$ cat src/cfrm_pkg.sv
package cfrm_pkg;

    // ****************************************************************
    // Board population
    // ****************************************************************
    localparam int NFPGA = 5;
    localparam int NPROC = 5;
    localparam int FL_AW = 21;

    // ****************************************************************
    // Register offsets (byte addresses)
    // ****************************************************************
    localparam logic [31:0] RECFG_CMD_OFS   = 32'h0C00_0000;
    localparam logic [31:0] RESET_CMD_OFS   = 32'h0C00_0004;
    localparam logic [31:0] PROC_RESET_OFS  = 32'h00C0_0010;
    localparam logic [31:0] RECFG_STAT_OFS  = 32'h00C0_0020;
    localparam logic [31:0] RESET_STAT_OFS  = 32'h00C0_0024;
    localparam logic [31:0] FL_ADDAT_OFS    = 32'h00C0_0040;
    localparam logic [31:0] FL_CTRL_OFS     = 32'h00C0_0044;
    localparam logic [31:0] FL_RDATA_OFS    = 32'h00C0_0048;

    // ****************************************************************
    // Field positions and reset values
    // ****************************************************************
    localparam int ALL_BIT      = 5;
    localparam int FL_RD_BIT    = 0;
    localparam int FL_AUTO_BIT  = 1;
    localparam int FL_MAN_BIT   = 2;
    localparam int FA_ADDR_LSB  = 0;
    localparam int FA_DATA_LSB  = 24;
    localparam logic [4:0] ALL_DONE      = 5'h1F;
    localparam logic [4:0] RECFG_PEND_RST = 5'h1F;
    localparam logic [4:0] STAT_RST      = 5'h00;

    // ****************************************************************
    // Flash unlock sequence for byte program
    // ****************************************************************
    localparam logic [FL_AW-1:0] UNL_ADDR_A = 21'h000555;
    localparam logic [FL_AW-1:0] UNL_ADDR_B = 21'h0002AA;
    localparam logic [7:0] UNL_DATA_A = 8'hAA;
    localparam logic [7:0] UNL_DATA_B = 8'h55;
    localparam logic [7:0] PROG_CMD   = 8'hA0;

    // ****************************************************************
    // Timing
    // ****************************************************************
    localparam int CLK_NS       = 40;
    localparam int RST_PULSE_NS = 100;
    localparam int CFG_BIT_NS   = 50;
    localparam int ERASE_NS     = 500;
    localparam int FL_RD_NS     = 90;
    localparam int FL_WE_NS     = 50;
    localparam logic [15:0] RST_CYC   = 16'((RST_PULSE_NS + CLK_NS - 1) / CLK_NS);
    localparam logic [15:0] BIT_CYC   = 16'((CFG_BIT_NS + CLK_NS - 1) / CLK_NS);
    localparam logic [15:0] ERASE_CYC = 16'((ERASE_NS + CLK_NS - 1) / CLK_NS);
    localparam logic [15:0] FL_RD_CYC = 16'((FL_RD_NS + CLK_NS - 1) / CLK_NS);
    localparam logic [15:0] FL_WE_CYC = 16'((FL_WE_NS + CLK_NS - 1) / CLK_NS);

    // ****************************************************************
    // Types
    // ****************************************************************
    typedef enum logic [2:0] {
        ST_IDLE, ST_ERASE, ST_CRD, ST_SHIFT, ST_FRD, ST_FWR, ST_FWAIT
    } cfrm_state_t;

    typedef struct packed {
        logic        strobe;
        logic        write;
        logic [31:0] addr;
        logic [31:0] wdata;
    } cfrm_host_req_t;

    typedef struct packed {
        logic [FL_AW-1:0] addr;
        logic [7:0]       dq_o;
        logic             dq_oe;
        logic             ce_n;
        logic             oe_n;
        logic             we_n;
    } cfrm_flash_t;

    localparam cfrm_flash_t FL_IDLE = '{addr: '0, dq_o: 8'h00, dq_oe: 1'b0,
                                       ce_n: 1'b1, oe_n: 1'b1, we_n: 1'b1};

endpackage

$ cat src/cfrm_manager.sv
`timescale 1ns/1ps

// Behaviour
// RULE1: Busy toward timing module stays high during any reset or configuration.
// RULE2: Power-up or panel switch configures every FPGA, then reboots master processor.
// RULE3: Host reaches registers by 32-bit address, 32-bit data, single or block.
// RULE4: Configuration erases the target FPGA, then shifts its serial bitstream in.
// RULE5: FPGA reset command gives one 100 ns reset pulse; the code holds it for 3 clock cycles of 40 ns, 120 ns.
// RULE6: FPGA reset leaves internal RAM contents alone; only logic state resets.
// RULE7: At power-up images load from flash into all FPGAs without host action.
// RULE8: Host should follow each reconfiguration with an FPGA reset.
// RULE9: Configuration and FPGA resets never touch processor memories.
// RULE10: Each FPGA and each processor has its own reset and configure control.
// RULE11: Host writes 0x20 to reconfigure command to reconfigure all FPGAs.
// RULE12: Reconfigure status reads 0x1F once all devices are configured.
// RULE13: Host writes 0x20 to reset command to reset all FPGAs.
// RULE14: Reset status reads 0x1F once all resets have finished.
// RULE15: Processor resets are accepted at any time, whatever the data path does.
// RULE16: Reset register offers a soft reset reaching every connected device.
// RULE17: Flash read: address, set read bit, data stored, read bit clears.
// RULE18: Manual write mode passes host-built flash command cycles straight through.
// RULE19: Automated write mode runs the whole byte-program cycle from one request.
// RULE20: Automated write bit self-clears when programming ends.
// RULE21: Host uses automated write only on erased sectors.
// RULE22: Two-wire link reports busy and carries slave processor reset requests.
module cfrm_manager #(
    parameter int          CFG_BYTES = 1024,
    parameter logic [15:0] PROG_WAIT = 16'd500
) (
    // Clock and reset
    input  wire logic                    ref_clk,
    input  wire logic                    nrst,
    // Host register port
    input  cfrm_pkg::cfrm_host_req_t     host_req,
    output logic                         host_ack,
    output logic [31:0]                  host_rdata,
    // Configuration flash
    output cfrm_pkg::cfrm_flash_t        flash,
    input  wire logic [7:0]              flash_dq_i,
    // FPGA configuration, FPGA and processor resets
    output logic [cfrm_pkg::NFPGA-1:0]   cfg_prog_n,
    output logic                         cfg_cclk,
    output logic                         cfg_din,
    output logic [cfrm_pkg::NFPGA-1:0]   fpga_rst,
    output logic [cfrm_pkg::NPROC-1:0]   proc_rst,
    // Board status and controls
    input  wire logic                    panel_rst_n,
    output logic                         rod_busy,
    // Two-wire processor link
    input  wire logic                    link_rst_req,
    output logic                         link_busy
);
    import cfrm_pkg::*;

    // ****************************************************************
    // Elaboration checks
    // ****************************************************************
    if (CFG_BYTES < 2 || CFG_BYTES * NFPGA > (1 << FL_AW)) begin : g_chk_bytes
        $error("CFG_BYTES does not fit the flash");
    end
    if (PROG_WAIT == 16'd0) begin : g_chk_wait
        $error("PROG_WAIT must be at least one cycle");
    end

    // ****************************************************************
    // Helpers
    // ****************************************************************
    function automatic logic [2:0] first_set(input logic [NFPGA-1:0] m);
        logic [2:0] r;
        r = 3'h0;
        for (int i = NFPGA - 1; i >= 0; i--) begin
            if (m[i]) begin
                r = 3'(i);
            end
        end
        return r;
    endfunction

    function automatic cfrm_flash_t wr_cycle(input logic [1:0] step, input logic [FL_AW-1:0] a,
                                             input logic [7:0] d);
        cfrm_flash_t f;
        f = '{addr: a, dq_o: d, dq_oe: 1'b1, ce_n: 1'b0, oe_n: 1'b1, we_n: 1'b0};
        case (step)
            2'd0: begin
                f.addr = UNL_ADDR_A;
                f.dq_o = UNL_DATA_A;
            end
            2'd1: begin
                f.addr = UNL_ADDR_B;
                f.dq_o = UNL_DATA_B;
            end
            2'd2: begin
                f.addr = UNL_ADDR_A;
                f.dq_o = PROG_CMD;
            end
            default: begin
            end
        endcase
        return f;
    endfunction

    // ****************************************************************
    // State
    // ****************************************************************
    cfrm_state_t      st_q,        st_d;
    logic [15:0]      cnt_q,       cnt_d;
    logic [FL_AW-1:0] byte_q,      byte_d;
    logic [2:0]       bit_q,       bit_d;
    logic [2:0]       cur_q,       cur_d;
    logic [1:0]       step_q,      step_d;
    logic [7:0]       sh_q,        sh_d;
    logic [NFPGA-1:0] recfg_pend_q, recfg_pend_d;
    logic [NFPGA-1:0] recfg_stat_q, recfg_stat_d;
    logic [NFPGA-1:0] reset_stat_q, reset_stat_d;
    logic [NFPGA-1:0] reset_pend_q, reset_pend_d;
    logic [31:0]      fl_addat_q,  fl_addat_d;
    logic [2:0]       fl_ctrl_q,   fl_ctrl_d;
    logic [7:0]       fl_rdata_q,  fl_rdata_d;
    logic [15:0]      rst_cnt_q,   rst_cnt_d;
    logic             boot_q,      boot_d;
    logic             panel_q,     panel_d;
    logic             link_q,      link_d;
    logic             ack_q,       ack_d;
    logic [31:0]      rdata_q,     rdata_d;
    cfrm_flash_t      fl_q,        fl_d;
    logic [NFPGA-1:0] prog_n_q,    prog_n_d;
    logic             cclk_q,      cclk_d;
    logic             din_q,       din_d;
    logic [NFPGA-1:0] fpga_rst_q,  fpga_rst_d;
    logic [NPROC-1:0] proc_rst_q,  proc_rst_d;
    logic             busy_q,      busy_d;

    // ****************************************************************
    // Next-state logic
    // ****************************************************************
    always_comb begin
        logic [NFPGA-1:0] recfg_set;
        logic [NFPGA-1:0] freq;
        logic [NPROC-1:0] preq;
        logic             hw;
        recfg_set = '0;
        freq = '0;
        preq = '0;
        hw = host_req.strobe && host_req.write;
        st_d = st_q;
        cnt_d = cnt_q;
        byte_d = byte_q;
        bit_d = bit_q;
        cur_d = cur_q;
        step_d = step_q;
        sh_d = sh_q;
        recfg_pend_d = recfg_pend_q;
        recfg_stat_d = recfg_stat_q;
        reset_stat_d = reset_stat_q;
        reset_pend_d = reset_pend_q;
        fl_addat_d = fl_addat_q;
        fl_ctrl_d = fl_ctrl_q;
        fl_rdata_d = fl_rdata_q;
        rst_cnt_d = rst_cnt_q;
        boot_d = boot_q;
        panel_d = panel_rst_n;
        link_d = link_rst_req;
        fl_d = fl_q;
        prog_n_d = prog_n_q;
        cclk_d = cclk_q;
        din_d = din_q;
        fpga_rst_d = fpga_rst_q;
        proc_rst_d = proc_rst_q;
        ack_d = host_req.strobe;                                   // RULE3
        rdata_d = 32'h0000_0000;

        // Host commands and status clears; one word per strobe serves block mode
        if (hw) begin
            case (host_req.addr)
                RECFG_CMD_OFS: begin
                    recfg_set = host_req.wdata[ALL_BIT] ? ALL_DONE : host_req.wdata[NFPGA-1:0]; // RULE11
                    recfg_stat_d = recfg_stat_q & ~recfg_set;
                end
                RESET_CMD_OFS: begin
                    freq = host_req.wdata[ALL_BIT] ? ALL_DONE : host_req.wdata[NFPGA-1:0]; // RULE13
                    reset_stat_d = reset_stat_q & ~freq;
                end
                PROC_RESET_OFS: begin
                    preq = host_req.wdata[NPROC-1:0];              // RULE15 RULE10
                    if (host_req.wdata[ALL_BIT]) begin
                        preq = '1;                                 // RULE16
                        freq = '1;
                    end
                end
                FL_ADDAT_OFS: fl_addat_d = host_req.wdata;
                FL_CTRL_OFS: fl_ctrl_d = host_req.wdata[2:0];
                default: begin
                end
            endcase
        end else if (host_req.strobe) begin
            case (host_req.addr)
                RECFG_CMD_OFS:  rdata_d = {27'h0, recfg_pend_q};
                RESET_CMD_OFS:  rdata_d = {27'h0, reset_pend_q};
                PROC_RESET_OFS: rdata_d = {27'h0, proc_rst_q};
                RECFG_STAT_OFS: rdata_d = {27'h0, recfg_stat_q};   // RULE12
                RESET_STAT_OFS: rdata_d = {27'h0, reset_stat_q};   // RULE14
                FL_ADDAT_OFS:   rdata_d = fl_addat_q;
                FL_CTRL_OFS:    rdata_d = {29'h0, fl_ctrl_q};
                FL_RDATA_OFS:   rdata_d = {24'h0, fl_rdata_q};
                default:        rdata_d = 32'h0000_0000;
            endcase
        end

        // Panel switch press restarts the full power-up sequence
        if (panel_q && !panel_rst_n) begin
            recfg_set = ALL_DONE;                                  // RULE2
            recfg_stat_d = STAT_RST;
            boot_d = 1'b1;
        end
        // Slave processor reset request on the link
        if (link_rst_req && !link_q) begin
            preq[NPROC-1:1] = '1;                                  // RULE22
        end

        // Reset pulse generator; no RAM or flash path is touched by it
        if (boot_q && recfg_pend_q == '0 && st_q == ST_IDLE) begin
            preq[0] = 1'b1;                                        // RULE2
            boot_d = 1'b0;
        end
        if (freq != '0 || preq != '0) begin
            fpga_rst_d = fpga_rst_q | freq;                        // RULE5 RULE6
            proc_rst_d = proc_rst_q | preq;
            reset_pend_d = reset_pend_q | freq;
            rst_cnt_d = RST_CYC;
        end else if (rst_cnt_q != 16'd0) begin
            rst_cnt_d = rst_cnt_q - 16'd1;
            if (rst_cnt_q == 16'd1) begin
                fpga_rst_d = '0;
                proc_rst_d = '0;
                reset_stat_d = reset_stat_d | reset_pend_q;        // RULE14
                reset_pend_d = '0;
            end
        end

        // Configuration and flash engine; never drives processor resets
        case (st_q)
            ST_IDLE: begin
                if (recfg_pend_q != '0) begin
                    cur_d = first_set(recfg_pend_q);
                    prog_n_d[cur_d] = 1'b0;                        // RULE4 RULE9
                    cnt_d = ERASE_CYC - 16'd1;
                    byte_d = '0;
                    st_d = ST_ERASE;
                end else if (fl_ctrl_q[FL_RD_BIT]) begin
                    fl_d = FL_IDLE;                                // RULE17
                    fl_d.addr = fl_addat_q[FA_ADDR_LSB +: FL_AW];
                    fl_d.ce_n = 1'b0;
                    fl_d.oe_n = 1'b0;
                    cnt_d = FL_RD_CYC;
                    st_d = ST_FRD;
                end else if (fl_ctrl_q[FL_AUTO_BIT] || fl_ctrl_q[FL_MAN_BIT]) begin
                    step_d = fl_ctrl_q[FL_AUTO_BIT] ? 2'd0 : 2'd3;  // RULE18 RULE19
                    fl_d = wr_cycle(step_d, fl_addat_q[FA_ADDR_LSB +: FL_AW],
                                    fl_addat_q[FA_DATA_LSB +: 8]);
                    cnt_d = FL_WE_CYC;
                    st_d = ST_FWR;
                end
            end
            ST_ERASE: begin
                cnt_d = cnt_q - 16'd1;
                if (cnt_q == 16'd0) begin
                    prog_n_d = '1;
                    st_d = ST_CRD;
                    cnt_d = FL_RD_CYC;
                    fl_d = FL_IDLE;                                // RULE7
                    fl_d.addr = FL_AW'(int'(cur_q) * CFG_BYTES) + byte_q;
                    fl_d.ce_n = 1'b0;
                    fl_d.oe_n = 1'b0;
                end
            end
            ST_CRD: begin
                cnt_d = cnt_q - 16'd1;
                if (cnt_q == 16'd0) begin
                    sh_d = flash_dq_i;
                    fl_d = FL_IDLE;
                    bit_d = 3'd0;
                    cnt_d = BIT_CYC - 16'd1;
                    din_d = flash_dq_i[7];
                    cclk_d = 1'b0;
                    st_d = ST_SHIFT;
                end
            end
            ST_SHIFT: begin
                // Clock high on the last cycle of each bit cell
                cnt_d = cnt_q - 16'd1;
                cclk_d = (cnt_q == 16'd1) || (BIT_CYC == 16'd1);   // RULE4
                if (cnt_q == 16'd0) begin
                    cclk_d = 1'b0;
                    cnt_d = BIT_CYC - 16'd1;
                    bit_d = bit_q + 3'd1;
                    sh_d = {sh_q[6:0], 1'b0};
                    din_d = sh_q[6];
                    if (bit_q == 3'd7) begin
                        byte_d = byte_q + 1'b1;
                        if (byte_q == FL_AW'(CFG_BYTES - 1)) begin
                            recfg_pend_d[cur_q] = 1'b0;
                            recfg_stat_d[cur_q] = 1'b1;            // RULE12
                            st_d = ST_IDLE;
                        end else begin
                            st_d = ST_CRD;
                            cnt_d = FL_RD_CYC;
                            fl_d.addr = FL_AW'(int'(cur_q) * CFG_BYTES) + byte_d;
                            fl_d.ce_n = 1'b0;
                            fl_d.oe_n = 1'b0;
                        end
                    end
                end
            end
            ST_FRD: begin
                cnt_d = cnt_q - 16'd1;
                if (cnt_q == 16'd0) begin
                    fl_rdata_d = flash_dq_i;                       // RULE17
                    fl_ctrl_d[FL_RD_BIT] = 1'b0;
                    fl_d = FL_IDLE;
                    st_d = ST_IDLE;
                end
            end
            ST_FWR: begin
                // Write strobe rises one cycle before the next bus cycle
                cnt_d = cnt_q - 16'd1;
                if (cnt_q == 16'd1) begin
                    fl_d.we_n = 1'b1;
                end
                if (cnt_q == 16'd0) begin
                    fl_d = FL_IDLE;
                    if (step_q != 2'd3) begin
                        step_d = step_q + 2'd1;
                        fl_d = wr_cycle(step_d, fl_addat_q[FA_ADDR_LSB +: FL_AW],
                                        fl_addat_q[FA_DATA_LSB +: 8]);
                        cnt_d = FL_WE_CYC;
                    end else if (fl_ctrl_q[FL_AUTO_BIT]) begin
                        cnt_d = PROG_WAIT - 16'd1;
                        st_d = ST_FWAIT;
                    end else begin
                        fl_ctrl_d[FL_MAN_BIT] = 1'b0;              // RULE18
                        st_d = ST_IDLE;
                    end
                end
            end
            ST_FWAIT: begin
                // Fixed wait; the flash is not polled, so erased sectors only
                cnt_d = cnt_q - 16'd1;
                if (cnt_q == 16'd0) begin
                    fl_ctrl_d[FL_AUTO_BIT] = 1'b0;                 // RULE20
                    st_d = ST_IDLE;
                end
            end
            default: st_d = ST_IDLE;
        endcase

        // New host requests win over the engine clearing them
        recfg_pend_d = recfg_pend_d | recfg_set;
        if (hw && host_req.addr == FL_CTRL_OFS) begin
            fl_ctrl_d = fl_ctrl_d | host_req.wdata[2:0];
        end
        busy_d = recfg_pend_d != '0 || prog_n_d != '1 || st_q == ST_ERASE || st_q == ST_CRD
                 || st_q == ST_SHIFT || fpga_rst_d != '0 || proc_rst_d != '0 || boot_d; // RULE1
    end

    // ****************************************************************
    // Registers
    // ****************************************************************
    always_ff @(posedge ref_clk) begin
        if (!nrst) begin
            st_q <= ST_IDLE;
            cnt_q <= 16'h0000;
            byte_q <= '0;
            bit_q <= 3'h0;
            cur_q <= 3'h0;
            step_q <= 2'h0;
            sh_q <= 8'h00;
            recfg_pend_q <= RECFG_PEND_RST;                        // RULE7
            recfg_stat_q <= STAT_RST;
            reset_stat_q <= STAT_RST;
            reset_pend_q <= '0;
            fl_addat_q <= 32'h0000_0000;
            fl_ctrl_q <= 3'h0;
            fl_rdata_q <= 8'h00;
            rst_cnt_q <= 16'h0000;
            boot_q <= 1'b1;                                        // RULE2
            panel_q <= 1'b1;
            link_q <= 1'b0;
            ack_q <= 1'b0;
            rdata_q <= 32'h0000_0000;
            fl_q <= FL_IDLE;
            prog_n_q <= '1;
            cclk_q <= 1'b0;
            din_q <= 1'b0;
            fpga_rst_q <= '0;
            proc_rst_q <= '0;
            busy_q <= 1'b1;
        end else begin
            st_q <= st_d;
            cnt_q <= cnt_d;
            byte_q <= byte_d;
            bit_q <= bit_d;
            cur_q <= cur_d;
            step_q <= step_d;
            sh_q <= sh_d;
            recfg_pend_q <= recfg_pend_d;
            recfg_stat_q <= recfg_stat_d;
            reset_stat_q <= reset_stat_d;
            reset_pend_q <= reset_pend_d;
            fl_addat_q <= fl_addat_d;
            fl_ctrl_q <= fl_ctrl_d;
            fl_rdata_q <= fl_rdata_d;
            rst_cnt_q <= rst_cnt_d;
            boot_q <= boot_d;
            panel_q <= panel_d;
            link_q <= link_d;
            ack_q <= ack_d;
            rdata_q <= rdata_d;
            fl_q <= fl_d;
            prog_n_q <= prog_n_d;
            cclk_q <= cclk_d;
            din_q <= din_d;
            fpga_rst_q <= fpga_rst_d;
            proc_rst_q <= proc_rst_d;
            busy_q <= busy_d;
        end
    end

    assign host_ack = ack_q;
    assign host_rdata = rdata_q;
    assign flash = fl_q;
    assign cfg_prog_n = prog_n_q;
    assign cfg_cclk = cclk_q;
    assign cfg_din = din_q;
    assign fpga_rst = fpga_rst_q;
    assign proc_rst = proc_rst_q;
    assign rod_busy = busy_q;
    assign link_busy = busy_q;                                     // RULE22

endmodule

$ cat config.mk
export PLATFORM = sky130hd
export DESIGN_NAME = cfrm_manager
export DESIGN_NICKNAME = d
export VERILOG_FILES = /design/src/cfrm_pkg.sv /design/src/cfrm_manager.sv
export SDC_FILE = /design/constraint.sdc
export NUM_CORES = 1
export LEC_CHECK = 0
export BUFFER_PORTS_ARGS = -buffer_cell sky130_fd_sc_hd__buf_2
export CAP_MARGIN = 20
export CORE_ASPECT_RATIO = 1.2
export CORE_MARGIN = 2
export CORE_UTILIZATION = 54
export CTS_BUF_LIST = sky130_fd_sc_hd__clkbuf_4 sky130_fd_sc_hd__clkbuf_8
export DETAILED_ROUTE_END_ITERATION = 7
export PLACE_DENSITY_LB_ADDON = 0.08
export SETUP_SLACK_MARGIN = 0.2
export SYNTH_ARGS = -nofsm -noshare
export SYNTH_HDL_FRONTEND = slang
export SYNTH_SLANG_ARGS = --single-unit
$ cat constraint.sdc
create_clock -name ref_clk -period 3 [get_ports ref_clk]
set_input_delay 0.3 -clock ref_clk [delete_from_list [all_inputs] [get_ports ref_clk]]
set_output_delay 0.3 -clock ref_clk [all_outputs]
set_load 0.01 [all_outputs]
==> flow_summary_export.csv <==
group,metric,value,unit
die,die_area,21400,sq um
power,sw_frac_of_total,39.1,%
yosys,synth_cell_types,88,
power,power.density,838,nW/um^2
worst_setup_path,path_cells,"nand4_4 > or4_4 > nor2_4 > xor2_2 > ha_1 > a21o_1 > a21oi_2 > a21o_1 > xor2_1 > a221oi_2 > nor2_1",
die,die_x,134,microns
layout,n_antenna_cell,0,
yosys,synth_top_area_cell,"dfxtp_1",
layout,final_nets,1694,
run_status,status,"finished, final reports clean",
power,p_switching,0.00440,W
clock_tree,clk_pin_slew,0.07,ns
drt,via_per_inst,5.91,
die,placementRows,57,
layout,seqCellArea,4440,sq um
die,initial_core_util,54.6,%
drt,wl_per_cell,17.7,microns
clock_tree,cts-root-buf,"clkbuf_8",
yosys,synth_edf_count,0,
power,pwr-share-seq,32.5,%
sta,setup_tns,0,ns
sta,setup_violations,0,
sta,finalClockSkew,0.0225,ns
worst_setup_path,cp_data_arrival_time,3.13,ns
yosys,synth-main-ff-cell,"dfxtp_1",
yosys,synth_area,10900,sq um
die,fp.dieH,160,microns
yosys,yosysSeqAreaShare,40.5,%
clock_tree,cts_tree,"done",
yosys,syn-num-nets,1480,
sta,worst_slew_pin_slew,1.06,ns
yosys,syn_inst,1387,
worst_setup_path,path_class,"reg -> reg",
sta,rsz0062_at_grt,"true",
sta,period_share,90.3,%
grt,grt_overflow,0,
yosys,ys.warnings.count,0,
drt,drtPass1Iterations,6,
worst_setup_path,critPathTopFamily,"simple AND/OR/NAND/NOR gates",
sta,period_minus_slack,2.71,ns
layout,fillers,1767,
worst_setup_path,worst_setup_path_end_kind,"flop",
power,ir_worst_vdd,0.671,mV
yosys,ys_ff_latch,221,
worst_setup_path,startpoint_type,"flop",
yosys,synth_common_cells,"dfxtp_1 (221), nand2_1 (213), a21oi_1 (162), nor2_1 (135), o21ai_0 (76)",
place,place_hpwl,23900,microns
min_path,hold_class,"in -> reg",
clock_tree,numCtsBuffers,38,
grt,grt_pass1_vias,10384,
yosys,syn_area_per_cell,7.88,sq um
clock_tree,clock_latency,0.55,ns
drt,ant_nets,0,
yosys,synth_most_common_cell,"dfxtp_1",
clock_tree,h-tree-depth,2,
grt,grt_usage,30.4,%
die,ios,163,
yosys,async_reset_ff_share,0,%
worst_setup_path,cpMostUsedCell,"a21o_1",
worst_setup_path,max_stage_delay,0.55,ns
grt,antenna_found_initial,1,
sta,max_freq,369,MHz
drt,drtIter0Drc,889,
place,globalplace.congestion,0.945,
sta,hold_viol_final,0,
flow_run,maxCapViolCount,0,
sta,drv_slew,0,
layout,final_layout_size_suffix_gt1_share,22.9,%
power,intPower,0.00687,W
power,p_leak,5.32,nW
drt,vias,11196,
worst_setup_path,cp_slowest_cell,"or4_4",
grt,grt_pass1_wl,53300,microns
worst_setup_path,cp.required,3.42,ns
worst_setup_path,worstPathMaxFanout,8,
layout,utilization,67.1,%
die,coreArea,20000,sq um
clock_tree,clock_path_buffers,3,
layout,syn_to_final_growth,23.0,%
yosys,synth_area_leaders,"dfxtp_1 (40%), a21oi_1 (7.4%), nand2_1 (7.3%)",
power,combinationalPowerShare,40.9,%
place,io_buffer_count,162,
sta,slew_headroom,28.1,%
yosys,synth_top_area_share,40.5,%
clock_tree,clock_sinks,221,
grt,grt_max_degree,39,
worst_setup_path,cp_num_buf_inv,0,
drt,drc,0,
drt,wirelength,33600,microns
power,clkPwrFrac,26.7,%
layout,multi_input_comb_area,6050,sq um
[layout make-up]
type,count,share of cell area (%)
Multi-Input combinational cell,1048,45.0
Sequential cell,221,33.0
Timing Repair Buffer,265,12.4
Clock buffer,57,5.42
Tap cell,265,2.47
Clock inverter,13,0.921
Inverter,27,0.763
[worst reg2reg max path: cells and delay by family, from the launching register on]
family | cells | cell delay, ns
flip-flops | 1 | 0.41
AND/OR/NAND/NOR | 4 | 0.84
adder cells (fa/ha/maj) | 1 | 0.26
XOR/XNOR | 2 | 0.28
AO/OA/AOI/OAI | 4 | 0.80
[stage by stage]
stage	instance area, sq um	instances	hold WS [ns]	power (W)	worst slack [ns]
5_1_grt	13400	1896	0.0159	0.0120	0.124
3_3_place_gp	12200	1799	0.433	0.00810	0.163
3_5_place_dp	12200	1799	0.442	0.00814	0.0710
4_1_cts	13300	1892	0.00000960	0.0112	0.201
6_report	13400	1896	0.0127	0.0113	0.291
2_1_floorplan	10900	1387	0.401	0.00680	0.203
[sequential cells by signal, summed over array words and instances, names as in the netlist, 7 cells and up]
| signal | count |
|---|---|
| host_rdata | 32 |
| sh_q | 7 |
| flash | 33 |
| fl_addat_q | 32 |
| cnt_q | 16 |
| fl_rdata_q | 8 |
| rst_cnt_q | 16 |
| byte_q | 21 |
[metal layers]
metal  vias to the layer above  GRT usage, %  share of wire, %
met5                         -             0             0.039
met4                         2          12.2               3.6
met3                        93          5.49               7.2
li1                       5426             -                 -
met1                      5226          40.5                44
met2                       449          48.6                46
[power by group through the flow]
stage | clock network, W | logic, W | registers [W]
after global routing | 0.00320 | 0.00510 | 0.00370
after detailed placement | 0 | 0.00445 | 0.00370
after floorplan | 0 | 0.00313 | 0.00366
final | 0.00301 | 0.00460 | 0.00366
after CTS | 0.00306 | 0.00451 | 0.00364
after global placement | 0 | 0.00441 | 0.00369
[final timing paths]
path                        from             end  slack [ns]  cells past startpoint
setup / recovery       byte_q[0]       flash[27]        0.29                     11
hold / removal      host_req[65]        host_ack        0.01                      2
setup reg to reg       byte_q[0]       flash[27]        0.29                     11
hold reg to reg   fl_addat_q[22]  fl_addat_q[22]        0.45                      2
[cell usage in the layout, fill, tap and decap left out, types with 18 or more instances in the layout]
cell           count
dfxtp_1          216
nand2_1          213
buf_2            162
a21oi_1          160
nor2_1           133
buf_4             79
o21ai_0           75
clkbuf_8          48
nor4_1            33
nor3_1            32
and3_1            30
inv_1             25
nand3_1           25
nand4_1           21
dlygate4sd3_1     21
xnor2_1           20
o21a_1            18
[kinds of logic after synthesis]
| kind of cell | share of synthesized area, % |
|---|---|
| adder cells (fa/ha/maj) | 1.89 |
| flip-flops | 40.5 |
| AND/OR/NAND/NOR | 26.6 |
| buffers and inverters | 5.24 |
| AO/OA/AOI/OAI | 22.6 |
| XOR/XNOR | 2.80 |
| multiplexers | 0.389 |
[timing repair]
| action | 4_1_cts | 5_1_grt |
|---|---|---|
| resized for setup | 8 | 25 |
| endpoints found under the hold margin | 21 | 0 |
| setup buffers | 2 | 4 |
| hold buffers | 21 | 0 |
| gates cloned | 0 | 0 |
| endpoints found under the setup margin | 13 | 45 |
| pin swaps | 0 | 7 |
(Power assumes the default switching activity.)
